`src/rtl/rimc_defs.svh`:
```
`ifndef RIMC_DEFS_SVH
`define RIMC_DEFS_SVH

// Register byte addresses (index times four)
`define RIMC_IDX_STATUS1 8'h03
`define RIMC_IDX_STATUS2 8'h04
`define RIMC_IDX_IEN1 8'h05
`define RIMC_IDX_IEN2 8'h06
`define RIMC_IDX_MODE1 8'h07
`define RIMC_ADR_STATUS1 8'h0c
`define RIMC_ADR_STATUS2 8'h10
`define RIMC_ADR_IEN1 8'h14
`define RIMC_ADR_IEN2 8'h18
`define RIMC_ADR_MODE1 8'h1c
`define RIMC_ADR_CFG 8'h40

// Reset values
`define RIMC_RST_IEN1 8'h00
`define RIMC_RST_IEN2 8'h03
`define RIMC_RST_MODE1 8'h00
`define RIMC_RST_CFG 8'h00
`define RIMC_RST_STAT1 8'h00
`define RIMC_RST_STAT2 8'h01

// Second status group bit positions
`define RIMC_B_SYNC 7
`define RIMC_B_PREVAL 6
`define RIMC_B_PREINV 5
`define RIMC_B_RSSI 4
`define RIMC_B_WUT 3
`define RIMC_B_LBD 2
`define RIMC_B_CHIPRDY 1
`define RIMC_B_POR 0

// Mode control bit positions
`define RIMC_M_SWRES 7
`define RIMC_M_LBDEN 6
`define RIMC_M_WTEN 5
`define RIMC_M_LFSEL 4
`define RIMC_M_TXON 3
`define RIMC_M_RXON 2
`define RIMC_M_PLLON 1
`define RIMC_M_XTON 0

// Config register bits
`define RIMC_C_FIFO 0
`define RIMC_C_MULTI 1

// Crystal settling time in ns and cycles at 10 ns
`define RIMC_XTAL_SETTLE_NS 1000
`define RIMC_CLK_NS 10
`define RIMC_XTAL_SETTLE_CYC ((`RIMC_XTAL_SETTLE_NS + `RIMC_CLK_NS - 1) / `RIMC_CLK_NS)

`endif

```
`src/rtl/rimc_pkg.sv`:
```
package rimc_pkg;
  typedef logic [7:0] rimc_byte_t;
  typedef enum logic [2:0] {
    RIMC_IDLE = 3'b001,
    RIMC_SETTLE = 3'b010,
    RIMC_READY = 3'b100
  } rimc_xtal_state_t;
endpackage : rimc_pkg

```
`src/rtl/rimc_settle_if.sv`:
```
`timescale 1ns/1ps
interface rimc_settle_if;
  logic osc_req;
  logic chip_ready;
  modport ctrl (output osc_req, input chip_ready);
  modport timer (input osc_req, output chip_ready);
endinterface : rimc_settle_if

```
`src/rtl/rimc_top.sv`:
```
// Decided for this implementation: the Wishbone register port.
`timescale 1ns/1ps
`include "rimc_defs.svh"
module rimc_top (
  input wire logic clk_i,
  input wire logic rst_i,
  // Wishbone classic slave
  input wire logic wb_cyc_i,
  input wire logic wb_stb_i,
  input wire logic wb_we_i,
  input wire logic [7:0] wb_adr_i,
  input wire logic [3:0] wb_sel_i,
  input wire logic [31:0] wb_dat_i,
  output logic [31:0] wb_dat_o,
  output logic wb_ack_o,
  // First group event pulses / levels
  input wire rimc_pkg::rimc_byte_t ev_group1_i,
  // Second group events
  input wire logic sync_det_i,
  input wire logic rx_packet_done_i,
  input wire logic preamble_det_i,
  input wire logic sync_timeout_i,
  input wire logic preamble_invalid_i,
  input wire logic rssi_above_i,
  input wire logic wake_timer_expired_i,
  input wire logic low_battery_i,
  input wire logic por_event_i,
  input wire logic packet_sent_i,
  input wire logic packet_valid_i,
  // Analogue and mode controls
  output logic irq_out_n,
  output logic lbd_enable_o,
  output logic wake_timer_run_o,
  output logic low_freq_osc_select,
  output logic tx_on_o,
  output logic rx_on_o,
  output logic synth_on_o,
  output logic xtal_on_o
);
  import rimc_pkg::*;

  rimc_settle_if sif ();

  rimc_byte_t ien1;
  rimc_byte_t ien2;
  rimc_byte_t mode1;
  rimc_byte_t cfg;
  rimc_byte_t stat1;
  rimc_byte_t stat2;
  rimc_byte_t raw2;
  rimc_byte_t next_stat1;
  rimc_byte_t next_stat2;
  logic ready_q;

  ////////////////////////////////////////////////////////////////
  // Bus decode
  function automatic logic byte_hit(input logic [7:0] adr, input logic [7:0] reg_adr);
    byte_hit = (adr == reg_adr);
  endfunction : byte_hit

  // Read clears only the enabled flags
  function automatic rimc_byte_t rd_clear(input rimc_byte_t flags, input rimc_byte_t en,
                                          input logic rd);
    rd_clear = rd ? (flags & ~en) : flags;
  endfunction : rd_clear

  wire bus_req = wb_cyc_i && wb_stb_i && !wb_ack_o;
  wire wr_lane = bus_req && wb_we_i && wb_sel_i[0];
  wire wr_ien1 = wr_lane && byte_hit(wb_adr_i, `RIMC_ADR_IEN1);
  wire wr_ien2 = wr_lane && byte_hit(wb_adr_i, `RIMC_ADR_IEN2);
  wire wr_mode = wr_lane && byte_hit(wb_adr_i, `RIMC_ADR_MODE1);
  wire wr_cfg = wr_lane && byte_hit(wb_adr_i, `RIMC_ADR_CFG);
  wire rd_stat1 = bus_req && !wb_we_i && byte_hit(wb_adr_i, `RIMC_ADR_STATUS1);
  wire rd_stat2 = bus_req && !wb_we_i && byte_hit(wb_adr_i, `RIMC_ADR_STATUS2);
  wire sw_reset = wr_mode && wb_dat_i[`RIMC_M_SWRES];
  wire soft_rst = rst_i || sw_reset;

  ////////////////////////////////////////////////////////////////
  // Second group raw levels
  wire chip_ready = sif.chip_ready;
  wire preval_set = preamble_det_i;
  wire preval_clr = sync_det_i || sync_timeout_i;
  always_comb begin
    raw2 = 8'h00;
    raw2[`RIMC_B_RSSI] = rssi_above_i;
    raw2[`RIMC_B_CHIPRDY] = chip_ready;
  end

  ////////////////////////////////////////////////////////////////
  // Gated set events
  wire wut_set = wake_timer_expired_i && mode1[`RIMC_M_WTEN];
  wire lbd_set = low_battery_i && mode1[`RIMC_M_LBDEN];
  wire preval_only = preval_set && !preval_clr;

  // Chip ready edge, level follow and self-clear controls
  wire rdy_rise = raw2[`RIMC_B_CHIPRDY] && !ready_q;
  wire rdy_level = raw2[`RIMC_B_CHIPRDY] && !ien2[`RIMC_B_CHIPRDY];
  wire rdy_drop = !ien2[`RIMC_B_CHIPRDY];
  wire preinv_drop = !ien2[`RIMC_B_PREINV];

  ////////////////////////////////////////////////////////////////
  // First group next value: sticky events, set wins over read clear
  always_comb begin
    next_stat1 = rd_clear(stat1, ien1, rd_stat1);
    next_stat1 = next_stat1 | ev_group1_i;
  end

  // Second group next value, set wins over read clear
  always_comb begin
    next_stat2 = rd_clear(stat2, ien2, rd_stat2);
    // Event-driven bits
    if (rx_packet_done_i) next_stat2[`RIMC_B_SYNC] = 1'b0;
    if (sync_det_i) next_stat2[`RIMC_B_SYNC] = 1'b1;
    if (preval_clr) next_stat2[`RIMC_B_PREVAL] = 1'b0;
    if (preval_only) next_stat2[`RIMC_B_PREVAL] = 1'b1;
    // Invalid preamble drops next cycle unless held for the interrupt
    if (preinv_drop) next_stat2[`RIMC_B_PREINV] = 1'b0;
    if (preamble_invalid_i) next_stat2[`RIMC_B_PREINV] = 1'b1;
    next_stat2[`RIMC_B_RSSI] = (ien2[`RIMC_B_RSSI] && next_stat2[`RIMC_B_RSSI]) ||
                               raw2[`RIMC_B_RSSI];
    if (wut_set) next_stat2[`RIMC_B_WUT] = 1'b1;
    if (lbd_set) next_stat2[`RIMC_B_LBD] = 1'b1;
    if (rdy_drop) next_stat2[`RIMC_B_CHIPRDY] = 1'b0;
    if (rdy_rise) next_stat2[`RIMC_B_CHIPRDY] = 1'b1;
    if (rdy_level) next_stat2[`RIMC_B_CHIPRDY] = 1'b1;
    if (por_event_i) next_stat2[`RIMC_B_POR] = 1'b1;
  end

  ////////////////////////////////////////////////////////////////
  // First group flags
  always_ff @(posedge clk_i) begin
    if (rst_i) begin
      stat1 <= `RIMC_RST_STAT1;
    end else begin
      stat1 <= next_stat1;
    end
  end

  // Second group flags, power-on flag set out of reset
  always_ff @(posedge clk_i) begin
    if (rst_i) begin
      stat2 <= `RIMC_RST_STAT2;
    end else begin
      stat2 <= next_stat2;
    end
  end

  // Chip ready history for the rising-edge set
  always_ff @(posedge clk_i) begin
    if (rst_i) begin
      ready_q <= 1'b0;
    end else begin
      ready_q <= chip_ready;
    end
  end

  ////////////////////////////////////////////////////////////////
  // First group enables
  always_ff @(posedge clk_i) begin
    if (soft_rst) begin
      ien1 <= `RIMC_RST_IEN1;
    end else if (wr_ien1) begin
      ien1 <= wb_dat_i[7:0];
    end
  end

  // Second group enables
  always_ff @(posedge clk_i) begin
    if (soft_rst) begin
      ien2 <= `RIMC_RST_IEN2;
    end else if (wr_ien2) begin
      ien2 <= wb_dat_i[7:0];
    end
  end

  // Packet mode configuration
  always_ff @(posedge clk_i) begin
    if (soft_rst) begin
      cfg <= `RIMC_RST_CFG;
    end else if (wr_cfg) begin
      cfg <= wb_dat_i[7:0];
    end
  end

  ////////////////////////////////////////////////////////////////
  // Mode control register with auto clears
  wire fifo_mode = cfg[`RIMC_C_FIFO];
  wire tx_done = fifo_mode && packet_sent_i;
  wire rx_done = packet_valid_i && !cfg[`RIMC_C_MULTI];
  always_ff @(posedge clk_i) begin
    if (soft_rst) begin
      mode1 <= `RIMC_RST_MODE1;
    end else begin
      if (wr_mode) mode1 <= {1'b0, wb_dat_i[6:0]};
      if (tx_done) mode1[`RIMC_M_TXON] <= 1'b0;
      if (rx_done) mode1[`RIMC_M_RXON] <= 1'b0;
    end
  end

  // Oscillator request to settle timer
  assign sif.osc_req = mode1[`RIMC_M_XTON] || mode1[`RIMC_M_TXON] ||
                       mode1[`RIMC_M_RXON] || mode1[`RIMC_M_PLLON];

  rimc_settle u_settle (
    .clk_i(clk_i),
    .rst_i(rst_i),
    .sif(sif)
  );

  ////////////////////////////////////////////////////////////////
  // Interrupt pending from next flag values
  wire irq_pend1 = |(next_stat1 & ien1);
  wire irq_pend2 = |(next_stat2 & ien2);
  wire irq_pend = irq_pend1 || irq_pend2;

  // Active-low interrupt line
  always_ff @(posedge clk_i) begin
    if (rst_i) begin
      irq_out_n <= 1'b1;
    end else begin
      irq_out_n <= !irq_pend;
    end
  end

  // Battery detector enable
  always_ff @(posedge clk_i) begin
    if (rst_i) begin
      lbd_enable_o <= 1'b0;
    end else begin
      lbd_enable_o <= mode1[`RIMC_M_LBDEN];
    end
  end

  // Wake timer run
  always_ff @(posedge clk_i) begin
    if (rst_i) begin
      wake_timer_run_o <= 1'b0;
    end else begin
      wake_timer_run_o <= mode1[`RIMC_M_WTEN];
    end
  end

  // Low-frequency oscillator choice
  always_ff @(posedge clk_i) begin
    if (rst_i) begin
      low_freq_osc_select <= 1'b0;
    end else begin
      low_freq_osc_select <= mode1[`RIMC_M_LFSEL];
    end
  end

  // Transmit request
  always_ff @(posedge clk_i) begin
    if (rst_i) begin
      tx_on_o <= 1'b0;
    end else begin
      tx_on_o <= mode1[`RIMC_M_TXON];
    end
  end

  // Receive request
  always_ff @(posedge clk_i) begin
    if (rst_i) begin
      rx_on_o <= 1'b0;
    end else begin
      rx_on_o <= mode1[`RIMC_M_RXON];
    end
  end

  // Synthesizer on for tune, transmit or receive
  always_ff @(posedge clk_i) begin
    if (rst_i) begin
      synth_on_o <= 1'b0;
    end else begin
      synth_on_o <= mode1[`RIMC_M_PLLON] || mode1[`RIMC_M_TXON] ||
                    mode1[`RIMC_M_RXON];
    end
  end

  // Crystal on for crystal, tune, transmit or receive request
  always_ff @(posedge clk_i) begin
    if (rst_i) begin
      xtal_on_o <= 1'b0;
    end else begin
      xtal_on_o <= sif.osc_req;
    end
  end

  ////////////////////////////////////////////////////////////////
  // Read mux and acknowledge
  logic [7:0] rd_byte;
  always_comb begin
    case (wb_adr_i)
      `RIMC_ADR_STATUS1: rd_byte = stat1;
      `RIMC_ADR_STATUS2: rd_byte = stat2;
      `RIMC_ADR_IEN1: rd_byte = ien1;
      `RIMC_ADR_IEN2: rd_byte = ien2;
      `RIMC_ADR_MODE1: rd_byte = mode1;
      `RIMC_ADR_CFG: rd_byte = cfg;
      default: rd_byte = 8'h00;
    endcase
  end

  // Acknowledge one cycle after the take
  always_ff @(posedge clk_i) begin
    if (rst_i) begin
      wb_ack_o <= 1'b0;
    end else begin
      wb_ack_o <= bus_req;
    end
  end

  // Registered read data, zero outside the acknowledge
  always_ff @(posedge clk_i) begin
    if (rst_i) begin
      wb_dat_o <= 32'h0000_0000;
    end else begin
      wb_dat_o <= bus_req ? {24'h000000, rd_byte} : 32'h0000_0000;
    end
  end
endmodule : rimc_top

```
`src/rtl/rimc_settle.sv`:
```
`timescale 1ns/1ps
`include "rimc_defs.svh"
module rimc_settle (
  input wire logic clk_i,
  input wire logic rst_i,
  rimc_settle_if.timer sif
);
  import rimc_pkg::*;

  localparam int CNT_MAX = `RIMC_XTAL_SETTLE_CYC;
  rimc_xtal_state_t state;
  rimc_xtal_state_t next_state;
  logic [15:0] cnt;
  wire cnt_done = (cnt == 16'(CNT_MAX - 1));

  ////////////////////////////////////////////////////////////////
  // Crystal settle sequence
  always_comb begin
    next_state = state;
    case (state)
      RIMC_IDLE: begin
        if (sif.osc_req) next_state = RIMC_SETTLE;
      end
      RIMC_SETTLE: begin
        if (!sif.osc_req) next_state = RIMC_IDLE;
        else if (cnt_done) next_state = RIMC_READY;
      end
      RIMC_READY: begin
        if (!sif.osc_req) next_state = RIMC_IDLE;
      end
      default: next_state = RIMC_IDLE;
    endcase
  end

  // State and counter
  always_ff @(posedge clk_i) begin
    if (rst_i) begin
      state <= RIMC_IDLE;
      cnt <= 16'h0000;
    end else begin
      state <= next_state;
      cnt <= (state == RIMC_SETTLE) ? cnt + 16'h0001 : 16'h0000;
    end
  end

  // Ready holds until idle
  assign sif.chip_ready = (state == RIMC_READY);
endmodule : rimc_settle

```
`config.mk`:
```
export PLATFORM = sky130hd
export DESIGN_NAME = rimc_top
export DESIGN_NICKNAME = d
export VERILOG_FILES = /design/src/rtl/rimc_pkg.sv /design/src/rtl/rimc_settle_if.sv /design/src/rtl/rimc_top.sv /design/src/rtl/rimc_settle.sv
export VERILOG_INCLUDE_DIRS = /design/src /design/src/rtl
export SDC_FILE = /design/constraint.sdc
export NUM_CORES = 1
export LEC_CHECK = 0
export ABC_AREA = 1
export BUFFER_PORTS_ARGS = -buffer_cell sky130_fd_sc_hd__buf_4
export CAP_MARGIN = 10
export CORE_AREA = 4 4 97 99
export DETAILED_ROUTE_END_ITERATION = 8
export DIE_AREA = 0 0 101 103
export PLACE_DENSITY_LB_ADDON = 0.1
export SETUP_SLACK_MARGIN = 0.15
export SYNTH_ARGS = -nofsm -noshare
export SYNTH_HDL_FRONTEND = slang
export SYNTH_SLANG_ARGS = --single-unit
```
`constraint.sdc`:
```
create_clock -name clk_i -period 1.42 [get_ports clk_i]
set_input_delay 0.142 -clock clk_i [delete_from_list [all_inputs] [get_ports clk_i]]
set_output_delay 0.142 -clock clk_i [all_outputs]
set_load 0.005 [all_outputs]
```
======== After elaboration in Yosys (flattened, before gate mapping) ========
Index checks and enable logic that the tools add are counted.
storage, ports and cells
  logic and storage cells ................. 108
  register bits ........................... 108
  bits of input ports ..................... 68
  output and inout bits ................... 41
cells by class
  bitwise gates (word level) .............. 9
  reductions and logical operators ........ 43
  add/subtract/negate cells ............... 1
  equality and inequality tests ........... 13
  multiplexer cells ....................... 20
operators by type and width
  cell                   count
  $pmux 8 s6             1
  $and 8x8->8            4
  $eq 8x5->1 const B     4
  $logic_and 1x1->1      20
  $add 16x1->16 const B  1
  $eq 16x7->1 const B    1
  $mux 8                 2
  $not 8->8              2
  $reduce_or 8->1        2
  $mux 1                 12
  $mux 3                 4
  $logic_or 1x1->1       9
  $pmux 3 s3             1
  $eq 8x4->1 const B     1
  $eq 8x7->1 const B     1
  $or 8x8->8             1
  $reduce_or 2->1        4
  $logic_not 1->1        7
  $eq 3x1->1 const B     1
  $eq 3x2->1 const B     1
  $eq 3x3->1 const B     1
  $ne 3x3->1 const B     1
  $reduce_and 3->1       1
  $ne 2x1->1 const B     1
  2 further kinds        3

======== Depth between registers and ports, before layout ========
  depth in word-level cells ............... 12
  depth in mapped cells ................... 15
  depth with buffers taken out ............ 14

======== Hierarchy ========
A second synthesis with hierarchy kept.
unflattened totals
  cell total of the unflattened synthesis .. 590
  area total of the unflattened synthesis .. 4142.7 µm²
modules (own cells, without submodules)
  module       area each (µm²)  cells each  seq. area each (µm²)  instances
  rimc_top     3159.3           438         1301.2                1
  rimc_settle  983.4            152         380.4                 1

======== Least setup slack after synthesis ========
OpenSTA, ideal clock, no wires.
  path kind ............................... flip-flop to flip-flop
  start ................................... register u_settle.cnt[0]
  end ..................................... register u_settle.cnt[12]
  clock period less this slack ............ 1481 ps
  path buffers ............................ 0
  data arrival time ....................... 1409 ps
  slack ................................... -61 ps
  setup time .............................. 72 ps
  required time ........................... 1348 ps
  stages on the path, launching flop included .. 9
  path through ............................ dfxtp_1 > ha_1 > nand3_1 > nor2_1 > nand3_1 > nor2_1 > inv_1 > or2_2 > a21oi_1
on the way
  longest elaborated chain between the ends .. 1
ends and longest elaborated chain
  item                      RTL line           source
  start: declaration        rimc_settle.sv:13  logic [15:0] cnt;
  start signal: assignment  rimc_settle.sv:42  cnt <= (state == RIMC_SETTLE) ? cnt + 16'h0001 : 16'h0000;
  $add 16x1->16             rimc_settle.sv:42
Every way passes these cells.
A chain may end at the register's enable or synchronous reset.

======== Final worst setup path ========
  start ................................... register u_settle.cnt[1]
  end ..................................... register u_settle.cnt[15]
The elaborated chain is that of the path after synthesis.

==> impl_metrics.toml <==
[logic_synthesis]
muxShareOfSynthArea_pct = 0
yosys-top-cells-area = "dfxtp_1 (42%), nand2_1 (16%), a21oi_1 (7.3%)"
syn_inst = 556
synth_seq_cells = 84
synth_xor_area_share_pct = 0
synth_commonest_cells = "nand2_1 (165), dfxtp_1 (84), inv_1 (69)"
synth-compound-area-share_pct = 14.03
synth_top_family_by_area = "simple AND/OR/NAND/NOR gates"
yosysMostFrequentCell = "nand2_1"
synth_edf_count = 0
synth_top_area_share_pct = 42.28
netlist_area_um2 = 3978
syn_avg_cell_area_um2 = 7.154
yosysSeqAreaShare_pct = 42.28
synth_fa_ha_area_share_pct = 0.3146
synth_ff_type = "dfxtp_1"
yosysTopAreaCell = "dfxtp_1"
synth_warnings = 0
synth_cell_types = 32
async_reset_ff_share_pct = 0
yosys.area_share.simple_pct = 29.63

[worst_setup_path]
crit_fanout = 5
crit_type = "reg2reg"
end_kind = "flip-flop"
crit_arrival_ps = 1880
critPathLaunchType = "flip-flop"
r2r_setup_slack_ps = -160
required_ps = 1720

[die]
fp.coreArea_um2 = 8551
io_pins = 109
die_x_um = 101
dieArea_um2 = 10400
start_util_pct = 46.52
fp-row-count = 34
die_h_um = 103

[timing]
clock_skew_ps = 9.947
hold_viol = 0
rsz0062_at_grt = "yes"
setup_viol = 29
fin_ws_ps = -163.2
drv_slew = 0
fin_crit_sh_pct = 111.5
period_needed_ps = 1583
fmax_mhz = 631.6
setup_tns_ps = -1150

[pwr]
pwr-share-comb_pct = 12.8
vdd_ir_drop_max_uv = 503.6
total_power_mw = 4.691
p_clk_share_pct = 34.4
intPower_mw = 3.338
seqPwrFrac_pct = 52.7
leakagePower_nw = 2.346
powerDensity_nw_per_um2 = 840.2
net-switching-power_mw = 1.353
switching_share_pct = 28.84

[cts]
path_clk_slew_ps = 100
root_buffer = "clkbuf_8"
h-tree-depth = 3
cts_tree = "done"
cts_buffer_depth = 2
cts.sinks = 84
cts_buffers = 9
clock_latency_ps = 360

[drt]
drtIter0Drc = 228
drtAntennaViolNets = 0
routed_wl_mm = 11.70
via_per_inst = 4.987
wl_per_cell_um = 14.69
vias = 3975
drcViolationCount = 0
first_pass_iters = 5

[global_routing]
overflow = 0
grt_pass1_vias = 3689
grt_start_max_net_pins = 23
antenna_found_initial = 0
gr-usage-all-layers_pct = 22.47
grt_pass1_wl_mm = 17.88

[finish]
final_nets = 753
drive_gt1_share_pct = 37.01
multi_input_area_um2 = 2196
fillers = 755
fin_util_pct = 65.29
regArea_um2 = 1693
insertedDiodeCount = 0
area_growth_syn_to_layout_pct = 40.36

[status]
outcome = "complete, but fails checks"
violations = "negative setup slack"

[place]
pre_cts_ws_ps = -124.9
hpwl_mm = 8.628
port_buffers = 57
gp_congestion = 0.9048

[flow_run]
max_cap_viol_count = 0

[hold_path]
hp-class = "in2reg"
[per-layer routing]
| layer | vias to the layer above | track usage (%) | share of wire (%) | wire, um |
|---|---|---|---|---|
| met5 | - | 0 | 0 | 0 |
| met1 | 1821 | 30.43 | 44 | 5121 |
| met4 | 0 | 9.918 | 2.6 | 300 |
| met3 | 22 | 4.263 | 7.4 | 865 |
| met2 | 148 | 35.04 | 46 | 5417 |
| li1 | 1984 | - | - | - |
[registers in the layout (all words and copies together), names as in the netlist]
| signal | cells |
|---|---|
| synth_on_o | 1 |
| ready_q | 1 |
| mode1 | 7 |
| irq_out_n | 1 |
| tx_on_o | 1 |
| ien1 | 8 |
| wb_ack_o | 1 |
| u_settle.cnt | 16 |
| rx_on_o | 1 |
| cfg | 8 |
| lbd_enable_o | 1 |
| u_settle.state | 3 |
| ien2 | 8 |
| low_freq_osc_select | 1 |
| wb_dat_o | 8 |
| xtal_on_o | 1 |
| wake_timer_run_o | 1 |
| stat2 | 8 |
| stat1 | 8 |
[metrics by stage]
stage	cell area (um^2)	cells	hold slack, ps
2_1_floorplan	4249	579	238.2
3_3_place_gp	4933	760	338.8
3_5_place_dp	4933	760	341.1
4_1_cts	5426	792	6.053
5_1_grt	5583	797	16.26
6_report	5583	797	8.295
[area by class of cell]
cell class	instances	area share, %
Timing Repair Buffer	129	19.57
Clock inverter	7	1.031
Inverter	74	5.110
Tap cell	108	2.420
Clock buffer	9	2.219
Sequential cell	84	30.32
Multi-Input combinational cell	386	39.33
[kinds of logic (layout without fill, tap and decap cells)]
group | Yosys count | in the layout
other cells | 1 | 24
flops | 84 | 84
simple gates | 264 | 264
buf+inv | 109 | 219
fa+ha+maj | 1 | 1
compound gates | 97 | 97
[layout by cell type (no fill, tap or decap), types with 6 or more instances in the layout]
master / n
nand2_1: 156
o21ai_0: 13
a41oi_1: 6
a21oi_1: 34
buf_4: 103
clkbuf_8: 9
dfxtp_2: 6
a211oi_2: 9
conb_1: 24
nand3_1: 19
buf_6: 17
inv_2: 10
a21oi_2: 23
nand2_2: 9
nor2_2: 8
nor2_1: 29
dfxtp_1: 77
nor2_4: 12
inv_1: 61
nand3_2: 7
[worst max-delay path, cell delays in order, from the launching register on]
cell and delay [ps]:
dfxtp_2 370, nand3_2 90, nor2_1 90, nand2_1 100, nor2_2 150, inv_1 80
nor2_2 130, nand2_2 100, nor2_4 150, nand4_1 100, a21oi_1 140
[final timing paths]
| check | from | endpoint | cells after the start |
|---|---|---|---|
| max | u_settle.cnt[1] | u_settle.cnt[15] | 10 |
| min | preamble_invalid_i | stat2[5] | 3 |
| max reg2reg | u_settle.cnt[1] | u_settle.cnt[15] | 10 |
| min reg2reg | u_settle.state[1] | ready_q | 1 |
[power by group through the flow]
| stage | sequential, mW | combinational [mW] | clock [mW] |
|---|---|---|---|
| after detailed placement | 2.51 | 0.524 | 0 |
| after floorplan | 2.50 | 0.357 | 0 |
| after global placement | 2.51 | 0.510 | 0 |
| after global routing | 2.48 | 0.667 | 1.75 |
| final | 2.47 | 0.603 | 1.62 |
| after CTS | 2.46 | 0.573 | 1.65 |
[repair_timing]
action                                  CTS  global route
hold buffers                              4             1
endpoints found under the setup margin   53            56
setup buffers                            11             4
gates resized for setup                  50            33
pin swaps                                18             7
gates cloned                              1             0
hold endpoints to repair                  4             1
Note: power is estimated with default switching activity, not from simulation.
